File: config.mk
export PLATFORM = sky130hd
export DESIGN_NAME = timer2_updown_clkout_baud
export DESIGN_NICKNAME = d
export VERILOG_FILES = /design/src/rtl/timer2_pkg.sv /design/src/rtl/timer2_updown_clkout_baud.sv
export SDC_FILE = /design/constraint.sdc
export NUM_CORES = 1
export LEC_CHECK = 0
export BUFFER_PORTS_ARGS = -buffer_cell sky130_fd_sc_hd__buf_2
export CAP_MARGIN = 20
export CORE_MARGIN = 8
export CORE_UTILIZATION = 55
export CTS_CLUSTER_SIZE = 30
export DETAILED_ROUTE_END_ITERATION = 7
export PLACE_DENSITY = 0.7
export RECOVER_POWER = 50
export SLEW_MARGIN = 20
export SYNTH_ARGS = -nofsm -noshare
export SYNTH_HDL_FRONTEND = slang
export SYNTH_SLANG_ARGS = --single-unit
File: constraint.sdc
create_clock -name ref_clk -period 4.4 [get_ports ref_clk]
set_clock_uncertainty 0.05 [all_clocks]
set_input_delay 0.88 -clock ref_clk [delete_from_list [all_inputs] [get_ports ref_clk]]
set_output_delay 0.88 -clock ref_clk [all_outputs]
set_load 0.1 [all_outputs]
File: src/rtl/timer2_pkg.sv
/*
 * Shared constants and register layouts for the up/down, clock-out and
 * baud-rate timer. Assumes an 8-bit register port and one oscillator clock.
 */
package timer2_pkg;

  // ****************************************
  // register addresses
  // ****************************************
  localparam logic [7:0] CTRL_ADDR = 8'hC8;
  localparam logic [7:0] MODE_ADDR = 8'hC9;
  localparam logic [7:0] RLD_LO_ADDR = 8'hCA;
  localparam logic [7:0] RLD_HI_ADDR = 8'hCB;
  localparam logic [7:0] CNT_LO_ADDR = 8'hCC;
  localparam logic [7:0] CNT_HI_ADDR = 8'hCD;

  // ****************************************
  // field layouts
  // ****************************************
  typedef struct packed {
    logic timer_overflow_flag;
    logic timer_external_flag;
    logic rx_baud_source_select;
    logic tx_baud_source_select;
    logic external_trigger_enable;
    logic timer_run;
    logic timer_counter_select;
    logic capture_reload_select;
  } timer_control_t;

  typedef struct packed {
    logic [5:0] reserved;
    logic clock_out_enable;
    logic down_count_enable;
  } timer_mode_t;

  // ****************************************
  // reset values and counts
  // ****************************************
  localparam logic [7:0] CTRL_RESET = 8'h00;
  localparam logic [7:0] MODE_RESET = 8'h00;
  localparam logic [15:0] COUNT_RESET = 16'h0000;
  localparam logic [15:0] RELOAD_RESET = 16'h0000;
  localparam logic [15:0] COUNT_TOP = 16'hFFFF;
  localparam logic [2:0] MC_LAST = 3'h5;
  localparam logic [3:0] BAUD_DIV_LAST = 4'hF;

endpackage : timer2_pkg

File: src/rtl/timer2_updown_clkout_baud.sv
/*
 * Third timer/counter: up/down auto-reload, 50% clock-out on the timer
 * pin, and baud-rate generation for the serial port.
 * Assumes all inputs synchronous to ref_clk (the oscillator clock) and
 * a register master that strobes for one cycle at a time.
 */
// The register offsets and the address-and-strobe port were left to the implementer.
`timescale 1ns/1ps

module timer2_updown_clkout_baud
  import timer2_pkg::*;
(
  // clock and reset
  input wire logic ref_clk,
  input wire logic rst_n,
  // register port
  input wire logic [7:0] reg_addr,
  input wire logic [7:0] reg_wdata,
  input wire logic reg_wr,
  input wire logic reg_rd,
  output logic [7:0] reg_rdata,
  // timer clock pin, three-signal form
  input wire logic timer_clock_io_pin_in,
  output logic timer_clock_io_pin_out,
  output logic timer_clock_io_pin_oe_n,
  // trigger / direction pin
  input wire logic timer_trigger_dir_pin,
  // serial port
  input wire logic first_timer_ovf_tick,
  output logic tx_baud_tick,
  output logic rx_baud_tick,
  // interrupt request level
  output logic timer_irq
);

  // ****************************************
  // state
  // ****************************************
  timer_control_t ctrl_reg;
  timer_mode_t mode_reg;
  logic [15:0] cnt_reg;
  logic [15:0] rld_reg;
  logic [2:0] mc_reg;
  logic ck_samp_reg;
  logic ck_prev_reg;
  logic trig_samp_reg;
  logic trig_prev_reg;
  logic [7:0] rdata_reg;
  logic pin_out_reg;
  logic pin_oe_n_reg;
  logic irq_reg;
  logic [1:0] baud_tick_reg;

  // ****************************************
  // decode
  // ****************************************
  wire ctrl_wr = reg_wr && (reg_addr == CTRL_ADDR);
  wire mode_wr = reg_wr && (reg_addr == MODE_ADDR);
  wire rld_lo_wr = reg_wr && (reg_addr == RLD_LO_ADDR);
  wire rld_hi_wr = reg_wr && (reg_addr == RLD_HI_ADDR);
  wire cnt_lo_wr = reg_wr && (reg_addr == CNT_LO_ADDR);
  wire cnt_hi_wr = reg_wr && (reg_addr == CNT_HI_ADDR);
  wire cnt_wr = cnt_lo_wr || cnt_hi_wr;
  timer_control_t ctrl_w;
  assign ctrl_w = timer_control_t'(reg_wdata);

  // ****************************************
  // modes
  // ****************************************
  wire baud_mode = ctrl_reg.tx_baud_source_select || ctrl_reg.rx_baud_source_select;
  wire clkout_mode = mode_reg.clock_out_enable && !ctrl_reg.timer_counter_select;
  wire updown_mode = mode_reg.down_count_enable && !baud_mode && !clkout_mode;
  // up by default; direction pin steers only in up/down mode
  wire up_dir = !updown_mode || timer_trigger_dir_pin;

  // ****************************************
  // count pulses
  // ****************************************
  wire mc_tick = (mc_reg == MC_LAST);
  // pin sampled once per machine cycle, so the fastest edge is fosc/12
  wire ext_fall = mc_tick && ck_prev_reg && !ck_samp_reg;
  wire fast_clk = baud_mode || clkout_mode;
  wire int_tick = fast_clk ? 1'b1 : mc_tick;
  wire tick = ctrl_reg.timer_run && (ctrl_reg.timer_counter_select ? ext_fall : int_tick);

  // ****************************************
  // count and wrap
  // ****************************************
  wire at_wrap = up_dir ? (cnt_reg == COUNT_TOP) : (cnt_reg == rld_reg);
  wire wrap = tick && at_wrap;
  wire [15:0] wrap_val = up_dir ? rld_reg : COUNT_TOP;
  wire [15:0] step_val = up_dir ? 16'(cnt_reg + 16'h0001) : 16'(cnt_reg - 16'h0001);
  wire [15:0] run_val = !tick ? cnt_reg : (at_wrap ? wrap_val : step_val);

  // trigger edge: high sample, low sample, acted on at the next machine cycle
  wire trig_event = mc_tick && trig_prev_reg && !trig_samp_reg;
  wire trig_used = trig_event && ctrl_reg.external_trigger_enable && !updown_mode;
  // plain auto-reload reloads on a trigger; baud mode only flags it
  wire trig_reload = trig_used && !baud_mode && !clkout_mode;
  wire [15:0] hw_val = trig_reload ? rld_reg : run_val;
  wire [15:0] cnt_next = {cnt_hi_wr ? reg_wdata : hw_val[15:8], cnt_lo_wr ? reg_wdata : hw_val[7:0]};

  // ****************************************
  // flags: hardware set wins over a software clear
  // ****************************************
  wire tf_set = wrap && !baud_mode && !clkout_mode;
  wire exf_toggle = wrap && updown_mode;
  wire tf_base = ctrl_wr ? ctrl_w.timer_overflow_flag : ctrl_reg.timer_overflow_flag;
  wire exf_base = ctrl_wr ? ctrl_w.timer_external_flag : ctrl_reg.timer_external_flag;
  wire tf_next = tf_base || tf_set;
  wire exf_next = (exf_base ^ exf_toggle) || trig_used;
  timer_control_t ctrl_next;
  always_comb begin
    ctrl_next = ctrl_wr ? ctrl_w : ctrl_reg;
    ctrl_next.timer_overflow_flag = tf_next;
    ctrl_next.timer_external_flag = exf_next;
  end
  wire [7:0] mode_next = mode_wr ? {6'h00, reg_wdata[1:0]} : mode_reg;
  wire [15:0] rld_next = {rld_hi_wr ? reg_wdata : rld_reg[15:8], rld_lo_wr ? reg_wdata : rld_reg[7:0]};

  // ****************************************
  // read mux
  // ****************************************
  wire [7:0] rd_mux =
    (reg_addr == CTRL_ADDR) ? ctrl_reg :
    (reg_addr == MODE_ADDR) ? mode_reg :
    (reg_addr == RLD_LO_ADDR) ? rld_reg[7:0] :
    (reg_addr == RLD_HI_ADDR) ? rld_reg[15:8] :
    (reg_addr == CNT_LO_ADDR) ? cnt_reg[7:0] :
    (reg_addr == CNT_HI_ADDR) ? cnt_reg[15:8] : 8'h00;

  // ****************************************
  // register updates
  // ****************************************
  always_ff @(posedge ref_clk or negedge rst_n) begin
    if (!rst_n) begin
      ctrl_reg <= timer_control_t'(CTRL_RESET);
      mode_reg <= timer_mode_t'(MODE_RESET);
      cnt_reg <= COUNT_RESET;
      rld_reg <= RELOAD_RESET;
    end else begin
      ctrl_reg <= ctrl_next;
      mode_reg <= timer_mode_t'(mode_next);
      cnt_reg <= cnt_next;
      rld_reg <= rld_next;
    end
  end

  always_ff @(posedge ref_clk or negedge rst_n) begin
    if (!rst_n) begin
      mc_reg <= 3'h0;
      ck_samp_reg <= 1'b0;
      ck_prev_reg <= 1'b0;
      trig_samp_reg <= 1'b0;
      trig_prev_reg <= 1'b0;
    end else begin
      mc_reg <= mc_tick ? 3'h0 : 3'(mc_reg + 3'h1);
      if (mc_tick) begin
        ck_samp_reg <= timer_clock_io_pin_in;
        ck_prev_reg <= ck_samp_reg;
        trig_samp_reg <= timer_trigger_dir_pin;
        trig_prev_reg <= trig_samp_reg;
      end
    end
  end

  // ****************************************
  // pin and interrupt outputs
  // ****************************************
  always_ff @(posedge ref_clk or negedge rst_n) begin
    if (!rst_n) begin
      rdata_reg <= 8'h00;
      pin_out_reg <= 1'b1;
      pin_oe_n_reg <= 1'b1;
      irq_reg <= 1'b0;
    end else begin
      rdata_reg <= reg_rd ? rd_mux : 8'h00;
      // toggling at each overflow of a full-rate count gives fosc/(2*(65536-reload))
      if (clkout_mode && wrap) begin
        pin_out_reg <= !pin_out_reg;
      end
      pin_oe_n_reg <= !clkout_mode;
      irq_reg <= tf_next || exf_next;
    end
  end

  // ****************************************
  // serial port baud pulses, tx = 0, rx = 1
  // ****************************************
  wire t2_baud_ovf = wrap && baud_mode;
  wire [1:0] src_sel = {ctrl_reg.rx_baud_source_select, ctrl_reg.tx_baud_source_select};
  genvar ch;
  generate
    for (ch = 0; ch < 2; ch++) begin : g_baud
      logic [3:0] div_reg;
      logic tick_reg;
      wire src = src_sel[ch] ? t2_baud_ovf : first_timer_ovf_tick;
      always_ff @(posedge ref_clk or negedge rst_n) begin
        if (!rst_n) begin
          div_reg <= 4'h0;
          tick_reg <= 1'b0;
        end else begin
          if (src) begin
            div_reg <= 4'(div_reg + 4'h1);
          end
          tick_reg <= src && (div_reg == BAUD_DIV_LAST);
        end
      end
      // one flip-flop per channel keeps each output bit single-driven
      assign baud_tick_reg[ch] = tick_reg;
    end
  endgenerate

  assign reg_rdata = rdata_reg;
  assign timer_clock_io_pin_out = pin_out_reg;
  assign timer_clock_io_pin_oe_n = pin_oe_n_reg;
  assign tx_baud_tick = baud_tick_reg[0];
  assign rx_baud_tick = baud_tick_reg[1];
  assign timer_irq = irq_reg;
endmodule : timer2_updown_clkout_baud

==> key figures, run 1 <==
Floorplanning
  – Die X: 106 um
  – Total die area: 11,300 um2
  – Starting Density: between 50% and 60%
  – Row cnt: 33
  – Die height: 106 um
  – I/O pin count: 36
  – Core ar.: between 8000 and 9000 um2

Layout
  – Multi-input gate area: 2520 um2
  – Finished layout cell area: 4900 um2
  – Area growth syn-to-layout: 9.21%
  – Antenna cells: 0
  – Most frequent cells in the layout: dfrtp_1 (68), nand2_1 (41), nor2_1 (40)
  – NumNets Final: 532
  – # fillers: around 700
  – Proportion of layout cells with a drive suffix above 1: between 20% and 30%
  – Reg area: about 1800 um2
  – Most common cell after layout, fill and taps aside: dfrtp_1

Route
  – WL final: 13.9 mm
  – Via Count: 4,110
  – Detailed Routing Iterations Pass 1: 5
  – DRC Markers: 0
  – Via-to-Cell Ratio: between 6 and 7
  – DR WL/cell: between 20 and 25 um
  – Initial drt markers: just under 400
  – Antenna-violating nets left: 0

Worst setup path
  – CP arrival: 4.14 ns
  – CP max FO: 11
  – R2R Path End: cnt_reg[10]
  – FF-to-FF Start: ctrl_reg[1]
  – Crit path from: ctrl_reg[1]
  – Crit path kind: reg -> reg
  – R2r worst-path depth: 13
  – Setup crit end kind: register
  – CP Launch Type: register
  – WP data required: 4.59 ns
  – Reg2reg setup slack: 0.46 ns

Synthesis
  – Mean post-synth cell area: a little over 9 um2
  – Cells after synthesis: roughly 490
  – Yosys warnings: 0
  – Syn Std Cell Area: 4490 um2
  – Number of synthesized flops with an enable pin: 0
  – Ys flop type: dfrtp_1
  – Post-synth ARST share: 100%
  – Seq/Total Area, Yosys: 39.1%
  – Synth unique cells: 72
  – Syn Nets: 511
  – #FFs+latches synth: 70

Clocking
  – Total CTS buffers: 9
  – Hold-fix buffers, CTS: 0
  – Clock Latency Late Sink: 0.36 ns
  – Maximum clock insertion buffer count: 2
  – CTS tree: done
  – H-tree depth: 3
  – CTS sink count: 70
  – Post-CTS Resized: 0
  – Reg clk slew, reported paths: 0.08 ns
  – Root Driver: clkbuf_8
  – Number of setup buffers added after CTS: 0

STA
  – RSZ-0062 raised after global routing: no
  – Setup_tns: 0 ns
  – Slew Viols, Final: 0
  – Final WS setup: ~0.46 ns
  – Worst Max-Slew Pin Slew: ~1.4 ns
  – Final Cycle Share: roughly nine tenths
  – FMAX: 253 MHz
  – Worst slew margin: under 10%
  – Setup-failing EPs final: 0
  – Final Hold Viols: 0
  – Post-route minimum period: between 3 and 4 ns

Global routing
  – Vias in the first global route: 3,917
  – Remaining Overflow, GRT: 0
  – Initial antenna violation count: 0
  – Global-route wire length before repair: roughly 22 mm
  – Tot GR Track Use: 25.1%
  – Largest net degree at the start of global routing: 49

Place
  – Worst slack, placed: 0.543 ns
  – Final Wtd Congestion: 0.950
  – Placed cell areas: around 4700 um2
  – IO Port Bufs: 35
  – HPWL Detailed: 10.0 mm

Flow run
  – Max_cap viols: 0

Power and ir drop
  – Tot Pwr: roughly 1.9 mW
  – Leak pwr: 2.06 nW
  – PwrDens: 378 nW/um2
  – Peak supply drop: 239 uV

Worst hold path
  – Hold path cells: 1
  – HP Class: reg -> reg
  – Hold wc startpoint: g_baud[0].div_reg[3]
  – Endpoint, Worst Hold: g_baud[0].div_reg[3]

Run status
  – Outcome: finished clean
through the flow:
stage | instances | hold slack (ns) | utilization [%]
2_1_floorplan | 485 | 0.388 | -
3_3_place_gp | 600 | 0.406 | 58.1
3_5_place_dp | 600 | 0.409 | 58.1
4_1_cts | 616 | 0.424 | 60.9
5_1_grt | 616 | 0.462 | 60.8
6_report | 616 | 0.425 | 60.8
cells by family (layout without fill, tap and decap cells):
kind of cell / count (synthesis) / in the layout / share of synthesized area, %
AND/OR/NAND/NOR: 185 / 185 / 22.8
multiplexers: 43 / 43 / 10.3
XOR/XNOR: 24 / 24 / 4.69
buffers and inverters: 45 / 71 / 4.71
AO/OA/AOI/OAI: 115 / 115 / 17.5
flip-flops: 70 / 70 / 39.1
adder cells (fa/ha/maj): 3 / 3 / 0.837
worst max path at each step:
stage	end	slack [ns]	cells past startpoint
after floorplan	cnt_reg[10]	0.60	14
after global placement	cnt_reg[10]	0.63	13
after detailed placement	cnt_reg[10]	0.54	13
after CTS	cnt_reg[10]	0.56	13
after global routing	cnt_reg[10]	0.23	13
final	cnt_reg[10]	0.46	13
where the power goes:
| part | internal (mW) | leakage [nW] | switching (mW) |
|---|---|---|---|
| logic | 0.165 | 1.06 | 0.241 |
| clock network | 0.323 | 0.107 | 0.267 |
| registers | 0.727 | 0.895 | 0.128 |
| total | 1.21 | 2.06 | 0.635 |
layer usage:
layer | GRT usage [%] | part of all wire (%)
met2 | 36.8 | 45
met5 | 0 | 0
met1 | 33.7 | 42
met3 | 6.29 | 9.5
met4 | 12.2 | 3.3
cell usage after synthesis (3+ instances only):
cell | count | share of area (%)
o221a_2 | 5 | 1.3
a32oi_1 | 5 | 0.98
nor3b_1 | 3 | 0.50
or3_1 | 10 | 1.4
mux2_2 | 27 | 6.8
o22ai_1 | 25 | 3.5
dfrtp_1 | 68 | 38
xnor2_1 | 15 | 2.9
nor4b_1 | 6 | 1.2
o21ai_0 | 14 | 1.6
ha_1 | 3 | 0.84
nand2_1 | 41 | 3.4
buf_2 | 6 | 0.67
nor3_1 | 13 | 1.5
nor2b_1 | 8 | 1.1
mux2i_1 | 16 | 3.6
and3_1 | 3 | 0.42
and2_1 | 5 | 0.70
nand3_1 | 6 | 0.67
a21oi_1 | 29 | 3.2
or4_1 | 3 | 0.50
nor2_1 | 41 | 3.4
buf_6 | 4 | 1.0
nand4_1 | 8 | 1.1
o21ai_1 | 3 | 0.33
inv_1 | 14 | 1.2
nand2b_1 | 9 | 1.3
clkbuf_1 | 17 | 1.4
o31ai_1 | 4 | 0.67
xor2_1 | 9 | 1.8
nor4_1 | 11 | 1.5
critical path, cell delays in order (launching register included):
cell,delay [ns]
dfrtp_1,0.41
nor2b_1,0.56
inv_1,0.45
nand3_4,0.15
xnor2_1,0.08
ha_1,0.25
or3_1,0.34
or4_1,0.48
nor4_1,0.29
nor3b_1,0.22
a31oi_1,0.06
mux2_2,0.29
a21oi_1,0.11
o21ai_1,0.08
layout make-up:
type / count / share of cell area (%)
clock buffer: 10 / 2.61
clock inverter: 6 / 1.92
inverter: 14 / 1.07
multi-input combinational: 370 / 51.5
sequential: 70 / 35.8
tap: 105 / 2.68
timing repair buffer: 41 / 4.42
Note: power is estimated with default switching activity, not from simulation.
==> run 2: changes to the inputs <==
BUFFER_PORTS_ARGS = unset   (was -buffer_cell sky130_fd_sc_hd__buf_2)
DONT_BUFFER_PORTS = 1   (was unset)
PLACE_DENSITY = 0.66   (was 0.7)
==> run 2 against run 1 <==
Combinational power shrank 27%. Register-to-register slack gained 0.18 ns. Utilization shrank 1.8 points. Largest cell class unchanged. Final cell count shrank 5.4%. Critical path type unchanged. Non-clock buffer count shrank 34. Routed wire length shrank 3.8%. Power shrank 0.58%.
==> key figures, run 2 (synthesized netlist as in run 1, its figures left out) <==
STA
  – Worst Max-Slew Pin Slew: 0.885 ns (was 1.35 ns)
  – Final Hold Viols: 0 (unchanged)
  – Slew Viols, Final: 0 (unchanged)
  – Setup_tns: 0 ns (unchanged)
  – Post-route minimum period: 3.77 ns (was 3.94 ns)
  – Final Cycle Share: 85.7% (was 89.7%)
  – Setup-failing EPs final: 0 (unchanged)
  – RSZ-0062 raised after global routing: no (unchanged)
  – WHS: 0.172 ns (was 0.425 ns)
  – Worst slew margin: 41.0% (was 9.85%)
  – FMAX: 265 MHz (was 253 MHz)

Layout
  – Area growth syn-to-layout: 5.91% (was 9.21%)
  – Proportion of layout cells with a drive suffix above 1: 14.9% (was 20.5%)
  – NumNets Final: 498 (was 532)
  – Most common cell after layout, fill and taps aside: dfrtp_1 (unchanged)
  – Most frequent cells in the layout: dfrtp_1 (68), nand2_1 (41), nor2_1 (40) (unchanged)

Worst hold path
  – HP Class: in -> async (was reg -> reg)

Global routing
  – Tot GR Track Use: 23.9% (was 25.1%)
  – Vias in the first global route: 3,663 (was 3,917)
  – Remaining Overflow, GRT: 0 (unchanged)
  – Global-route wire length before repair: 21.1 mm (was 21.8 mm)
  – M1 GR Usage: 33.6% (was 33.7%)
  – GRT met3 Usage: 5.63% (was 6.29%)
  – Met2 Use GR: 34.4% (was 36.8%)
  – Initial antenna violation count: 0 (unchanged)
  – Gr busiest metal: met2 (unchanged)
  – Largest net degree at the start of global routing: 71 (was 49)

Clocking
  – CTS sink count: 70 (unchanged)
  – H-tree depth: 3 (unchanged)
  – Number of setup buffers added after CTS: 0 (unchanged)
  – Clock Latency Late Sink: 0.34 ns (was 0.36 ns)
  – CTS tree: done (unchanged)
  – Total CTS buffers: 9 (unchanged)
  – Post-CTS Resized: 0 (unchanged)
  – Reg clk slew, reported paths: 0.08 ns (about the same)
  – Maximum clock insertion buffer count: 2 (unchanged)
  – Hold-fix buffers, CTS: 0 (unchanged)
  – Root Driver: clkbuf_8 (unchanged)

Floorplanning
  – Starting Density: 55.7% (unchanged)
  – Die X: 106 um (unchanged)
  – Row cnt: 33 (unchanged)
  – Total die area: 11,300 um2 (unchanged)
  – Die height: 106 um (unchanged)
  – Core ar.: 8050 um2 (unchanged)
  – I/O pin count: 36 (unchanged)

Route
  – Via-to-Cell Ratio: 6.78 (was 6.67)
  – Initial drt markers: 465 (was 397)
  – WL final: 13.3 mm (was 13.9 mm)
  – DRC Markers: 0 (unchanged)
  – Via Count: 3,950 (was 4,110)
  – Antenna-violating nets left: 0 (unchanged)
  – Detailed Routing Iterations Pass 1: 6 (was 5)
  – DR WL/cell: 22.9 um (was 22.5 um)

Worst setup path
  – Setup crit end kind: register (unchanged)
  – CP arrival: 3.95 ns (was 4.14 ns)
  – CP max FO: 11 (unchanged)
  – Crit path kind: reg -> reg (unchanged)
  – CP Launch Type: register (unchanged)
  – WP data required: 4.58 ns (was 4.59 ns)

Power and ir drop
  – Leak pwr: 1.92 nW (was 2.06 nW)
  – Peak supply drop: 222 uV (was 239 uV)
  – PwrDens: 387 nW/um2 (was 378 nW/um2)

Place
  – Final Wtd Congestion: 0.940 (was 0.950)
  – IO Port Bufs: 0 (was 35)
  – HPWL Detailed: 9.52 mm (was 10.0 mm)

Flow run
  – Max_cap viols: 0 (unchanged)

Run status
  – Outcome: finished clean (unchanged)
-- run 2: per-stage QoR --
step,utilization [%],worst slack (ns),std cells,power (mW),cell area [um2]
6_report,59.0,0.631,583,1.84,4750
5_1_grt,59.0,0.233,582,1.93,4750
4_1_cts,59.0,0.685,582,1.84,4750
3_5_place_dp,56.0,0.701,566,1.21,4510
3_3_place_gp,56.0,0.778,566,1.20,4510
2_1_floorplan,-,0.597,485,1.14,4490
-- run 2: area by class of cell --
type / instances / area, um2
multi-input combinational: 370 / 2520
antenna: 1 / 2.50
sequential: 70 / 1750
fill: 713 / 3300
clock inverter: 6 / 111
inverter: 14 / 52.6
tap: 105 / 131
timing repair buffer: 7 / 48.8
clock buffer: 10 / 128
-- run 2: per-layer routing --
layer / part of all wire (%) / wire, um
met1: 42 / 5550
met2: 44 / 5850
met3: 12 / 1580
met4: 2.6 / 351
met5: 0 / 0
-- run 2: final timing paths --
| check | cells after the start | slack, ns | startpoint | endpoint |
|---|---|---|---|---|
| min in group ref_clk | 1 | 0.42 | g_baud[1].div_reg[3] | g_baud[1].div_reg[3] |
| setup reg to reg | 13 | 0.63 | mode_reg[1] | cnt_reg[10] |
| max in group asynchronous | 0 | 3.92 | rst_n | timer_clock_io_pin_out |
| hold / removal | 0 | 0.17 | rst_n | cnt_reg[14] |
| hold reg to reg | 1 | 0.42 | g_baud[1].div_reg[3] | g_baud[1].div_reg[3] |
| setup / recovery | 13 | 0.63 | mode_reg[1] | cnt_reg[10] |
-- run 2: power breakdown --
part           internal [mW]  switching, mW
clock                  0.377          0.253
combinational          0.154          0.142
sequential             0.726          0.188
-- run 2: critical path: stages (launching register included) --
cell     delay [ns]
dfrtp_1        0.39
nor2b_1        0.54
inv_1          0.40
nand3_4        0.15
xnor2_1        0.09
ha_1           0.24
or3_1          0.33
or4_1          0.45
nor4_1         0.24
nor3b_1        0.22
a31oi_1        0.07
mux2_2         0.29
a21oi_1        0.11
o21ai_1        0.09
==> run 3: changes to the inputs <==
clock period = 3.6 ns   (was 4.4 ns; I/O delays follow)
==> run 3 against run 2 <==
The flow now finishes with violations (max-capacitance violations, max-slew violations). Non-clock buffer count rose by 14. Routed wire length rose by 4.7%. Hold slack got worse by 0.019 ns. Final cell count rose by 2.2%. Register-to-register slack got worse by 0.22 ns. Sequential power rose by 22%. Design area rose by 0.82%. Fmax rose by 18%. Utilization rose by 0.48 points. Critical path type unchanged. Critical endpoint is now cnt_reg[1]. Highest routed layer unchanged.
==> key figures, run 3 (synthesized netlist as in run 1, its figures left out) <==
Place
  – Final Wtd Congestion: 0.988 (was 0.940)
  – IO Port Bufs: 0 (unchanged)
  – HPWL Detailed: 9.89 mm (was 9.52 mm)
  – Placed cell areas: 4590 um2 (was 4510 um2)
  – Worst slack, placed: 0.242 ns (was 0.701 ns)

Clocking
  – CTS tree: done (unchanged)
  – Maximum clock insertion buffer count: 2 (unchanged)
  – Total CTS buffers: 9 (unchanged)
  – CTS sink count: 70 (unchanged)
  – H-tree depth: 3 (unchanged)
  – Number of setup buffers added after CTS: 0 (unchanged)
  – Root Driver: clkbuf_8 (unchanged)
  – Reg clk slew, reported paths: 0.09 ns (was 0.08 ns)
  – Clock Latency Late Sink: 0.36 ns (was 0.34 ns)

Floorplanning
  – Starting Density: 55.7% (unchanged)
  – Die height: 106 um (unchanged)
  – I/O pin count: 36 (unchanged)
  – Core ar.: 8050 um2 (unchanged)
  – Die X: 106 um (unchanged)
  – Row cnt: 33 (unchanged)
  – Total die area: 11,300 um2 (unchanged)

STA
  – Worst slew margin: -18.4% (was 41.0%)
  – FMAX: 314 MHz (was 265 MHz)
  – Final Cycle Share: 88.4% (was 85.7%)
  – RSZ-0062 raised after global routing: no (unchanged)
  – Final Hold Viols: 0 (unchanged)
  – Slew Viols, Final: 61 (was 0)
  – Final WS setup: 0.416 ns (was 0.631 ns)
  – Worst Max-Slew Pin Slew: 1.78 ns (was 0.885 ns)
  – Setup-failing EPs final: 0 (unchanged)
  – WHS: 0.153 ns (was 0.172 ns)
  – Setup_tns: 0 ns (unchanged)
  – Post-route minimum period: 3.18 ns (was 3.77 ns)

Layout
  – Reg area: 1750 um2 (unchanged)
  – Area growth syn-to-layout: 6.78% (was 5.91%)
  – NumNets Final: 512 (was 498)
  – Most frequent cells in the layout: dfrtp_1 (68), nor2_1 (41), nand2_1 (41) (was dfrtp_1 (68), nand2_1 (41), nor2_1 (40))
  – Proportion of layout cells with a drive suffix above 1: 16.5% (was 14.9%)
  – Multi-input gate area: 2520 um2 (unchanged)
  – # fillers: 739 (was 713)
  – Most common cell after layout, fill and taps aside: dfrtp_1 (unchanged)
  – Antenna cells: 0 (was 1)
  – Finished layout cell area: 4790 um2 (was 4750 um2)

Global routing
  – Initial antenna violation count: 0 (unchanged)
  – Global-route wire length before repair: 21.4 mm (was 21.1 mm)
  – Tot GR Track Use: 24.6% (was 23.9%)
  – Vias in the first global route: 3,750 (was 3,663)
  – Largest net degree at the start of global routing: 44 (was 71)
  – Remaining Overflow, GRT: 0 (unchanged)

Worst setup path
  – Setup crit end kind: register (unchanged)
  – FF-to-FF Start: mode_reg[1] (unchanged)
  – CP arrival: 3.40 ns (was 3.95 ns)
  – R2R Path End: cnt_reg[1] (was cnt_reg[10])
  – CP max FO: 12 (was 11)
  – WP data required: 3.81 ns (was 4.58 ns)
  – Crit path kind: reg -> reg (unchanged)
  – CP Launch Type: register (unchanged)
  – R2r worst-path depth: 11 (was 13)
  – Reg2reg setup slack: 0.42 ns (was 0.63 ns)

Route
  – WL final: 14.0 mm (was 13.3 mm)
  – DRC Markers: 0 (unchanged)
  – Antenna-violating nets left: 0 (unchanged)
  – Via-to-Cell Ratio: 6.71 (was 6.78)
  – Detailed Routing Iterations Pass 1: 5 (was 6)
  – Initial drt markers: 510 (was 465)
  – DR WL/cell: 23.4 um (was 22.9 um)
  – Via Count: 3,999 (was 3,950)

Worst hold path
  – HP Class: in -> async (unchanged)

Power and ir drop
  – Peak supply drop: 274 uV (was 222 uV)
  – PwrDens: 442 nW/um2 (was 387 nW/um2)
  – Tot Pwr: 2.11 mW (was 1.84 mW)
  – Leak pwr: 1.95 nW (was 1.92 nW)

Flow run
  – Max_cap viols: 2 (was 0)

Run status
  – Failing checks: max-capacitance violations, max-slew violations
  – Outcome: finished, violations left (was finished clean)
## run 3: metal layers
metal,vias to the layer above,share of wire [%],wire [um],track usage (%)
li1,1795,-,-,-
met1,1914,42,5830,33.0
met2,252,44,6170,36.8
met3,38,11,1580,7.68
met4,0,2.7,380,8.84
met5,-,0,0,0
## run 3: how the worst max path moves through the flow
stage	startpoint	cells past startpoint	slack [ns]	endpoint
2_1_floorplan	timer_trigger_dir_pin	14	0.05	cnt_reg[10]
3_3_place_gp	timer_trigger_dir_pin	12	0.30	cnt_reg[10]
3_5_place_dp	timer_trigger_dir_pin	12	0.24	cnt_reg[10]
4_1_cts	ctrl_reg[5]	12	0.45	cnt_reg[10]
5_1_grt	mode_reg[1]	13	0.17	cnt_reg[10]
6_report	mode_reg[1]	11	0.42	cnt_reg[1]
## run 3: timing repair
action                    CTS  global route
resized for setup           0             0
hold endpoints to repair   27            32
hold buffers                2             2
## run 3: final cells by class
class	count	share of cell area, %
Tap cell	105	2.74
Timing Repair Buffer	21	3.08
Sequential cell	70	36.6
Multi-Input combinational cell	370	52.7
Inverter	14	1.10
Clock buffer	10	2.87
Clock inverter	6	0.914
## run 3: stage by stage
step	instances	utilization [%]
final	596	59.5
after global routing	596	59.5
after CTS	594	59.6
after detailed placement	576	57.0
after global placement	576	57.0
after floorplan	485	-
## run 3: report_power, final
group	switching, mW	internal [mW]
registers	0.218	0.887
clock network	0.330	0.273
logic	0.209	0.198
## run 3: critical path, cell delays in order (launching register included)
cell      delay [ns]
dfrtp_1         0.42
nor2b_1         0.16
inv_1           0.15
clkbuf_1        0.45
a41oi_1         0.24
a211oi_1        0.29
o31ai_1         0.17
nor4_4          0.45
nand2b_1        0.19
buf_4           0.21
nor3_1          0.07
o31ai_1         0.24
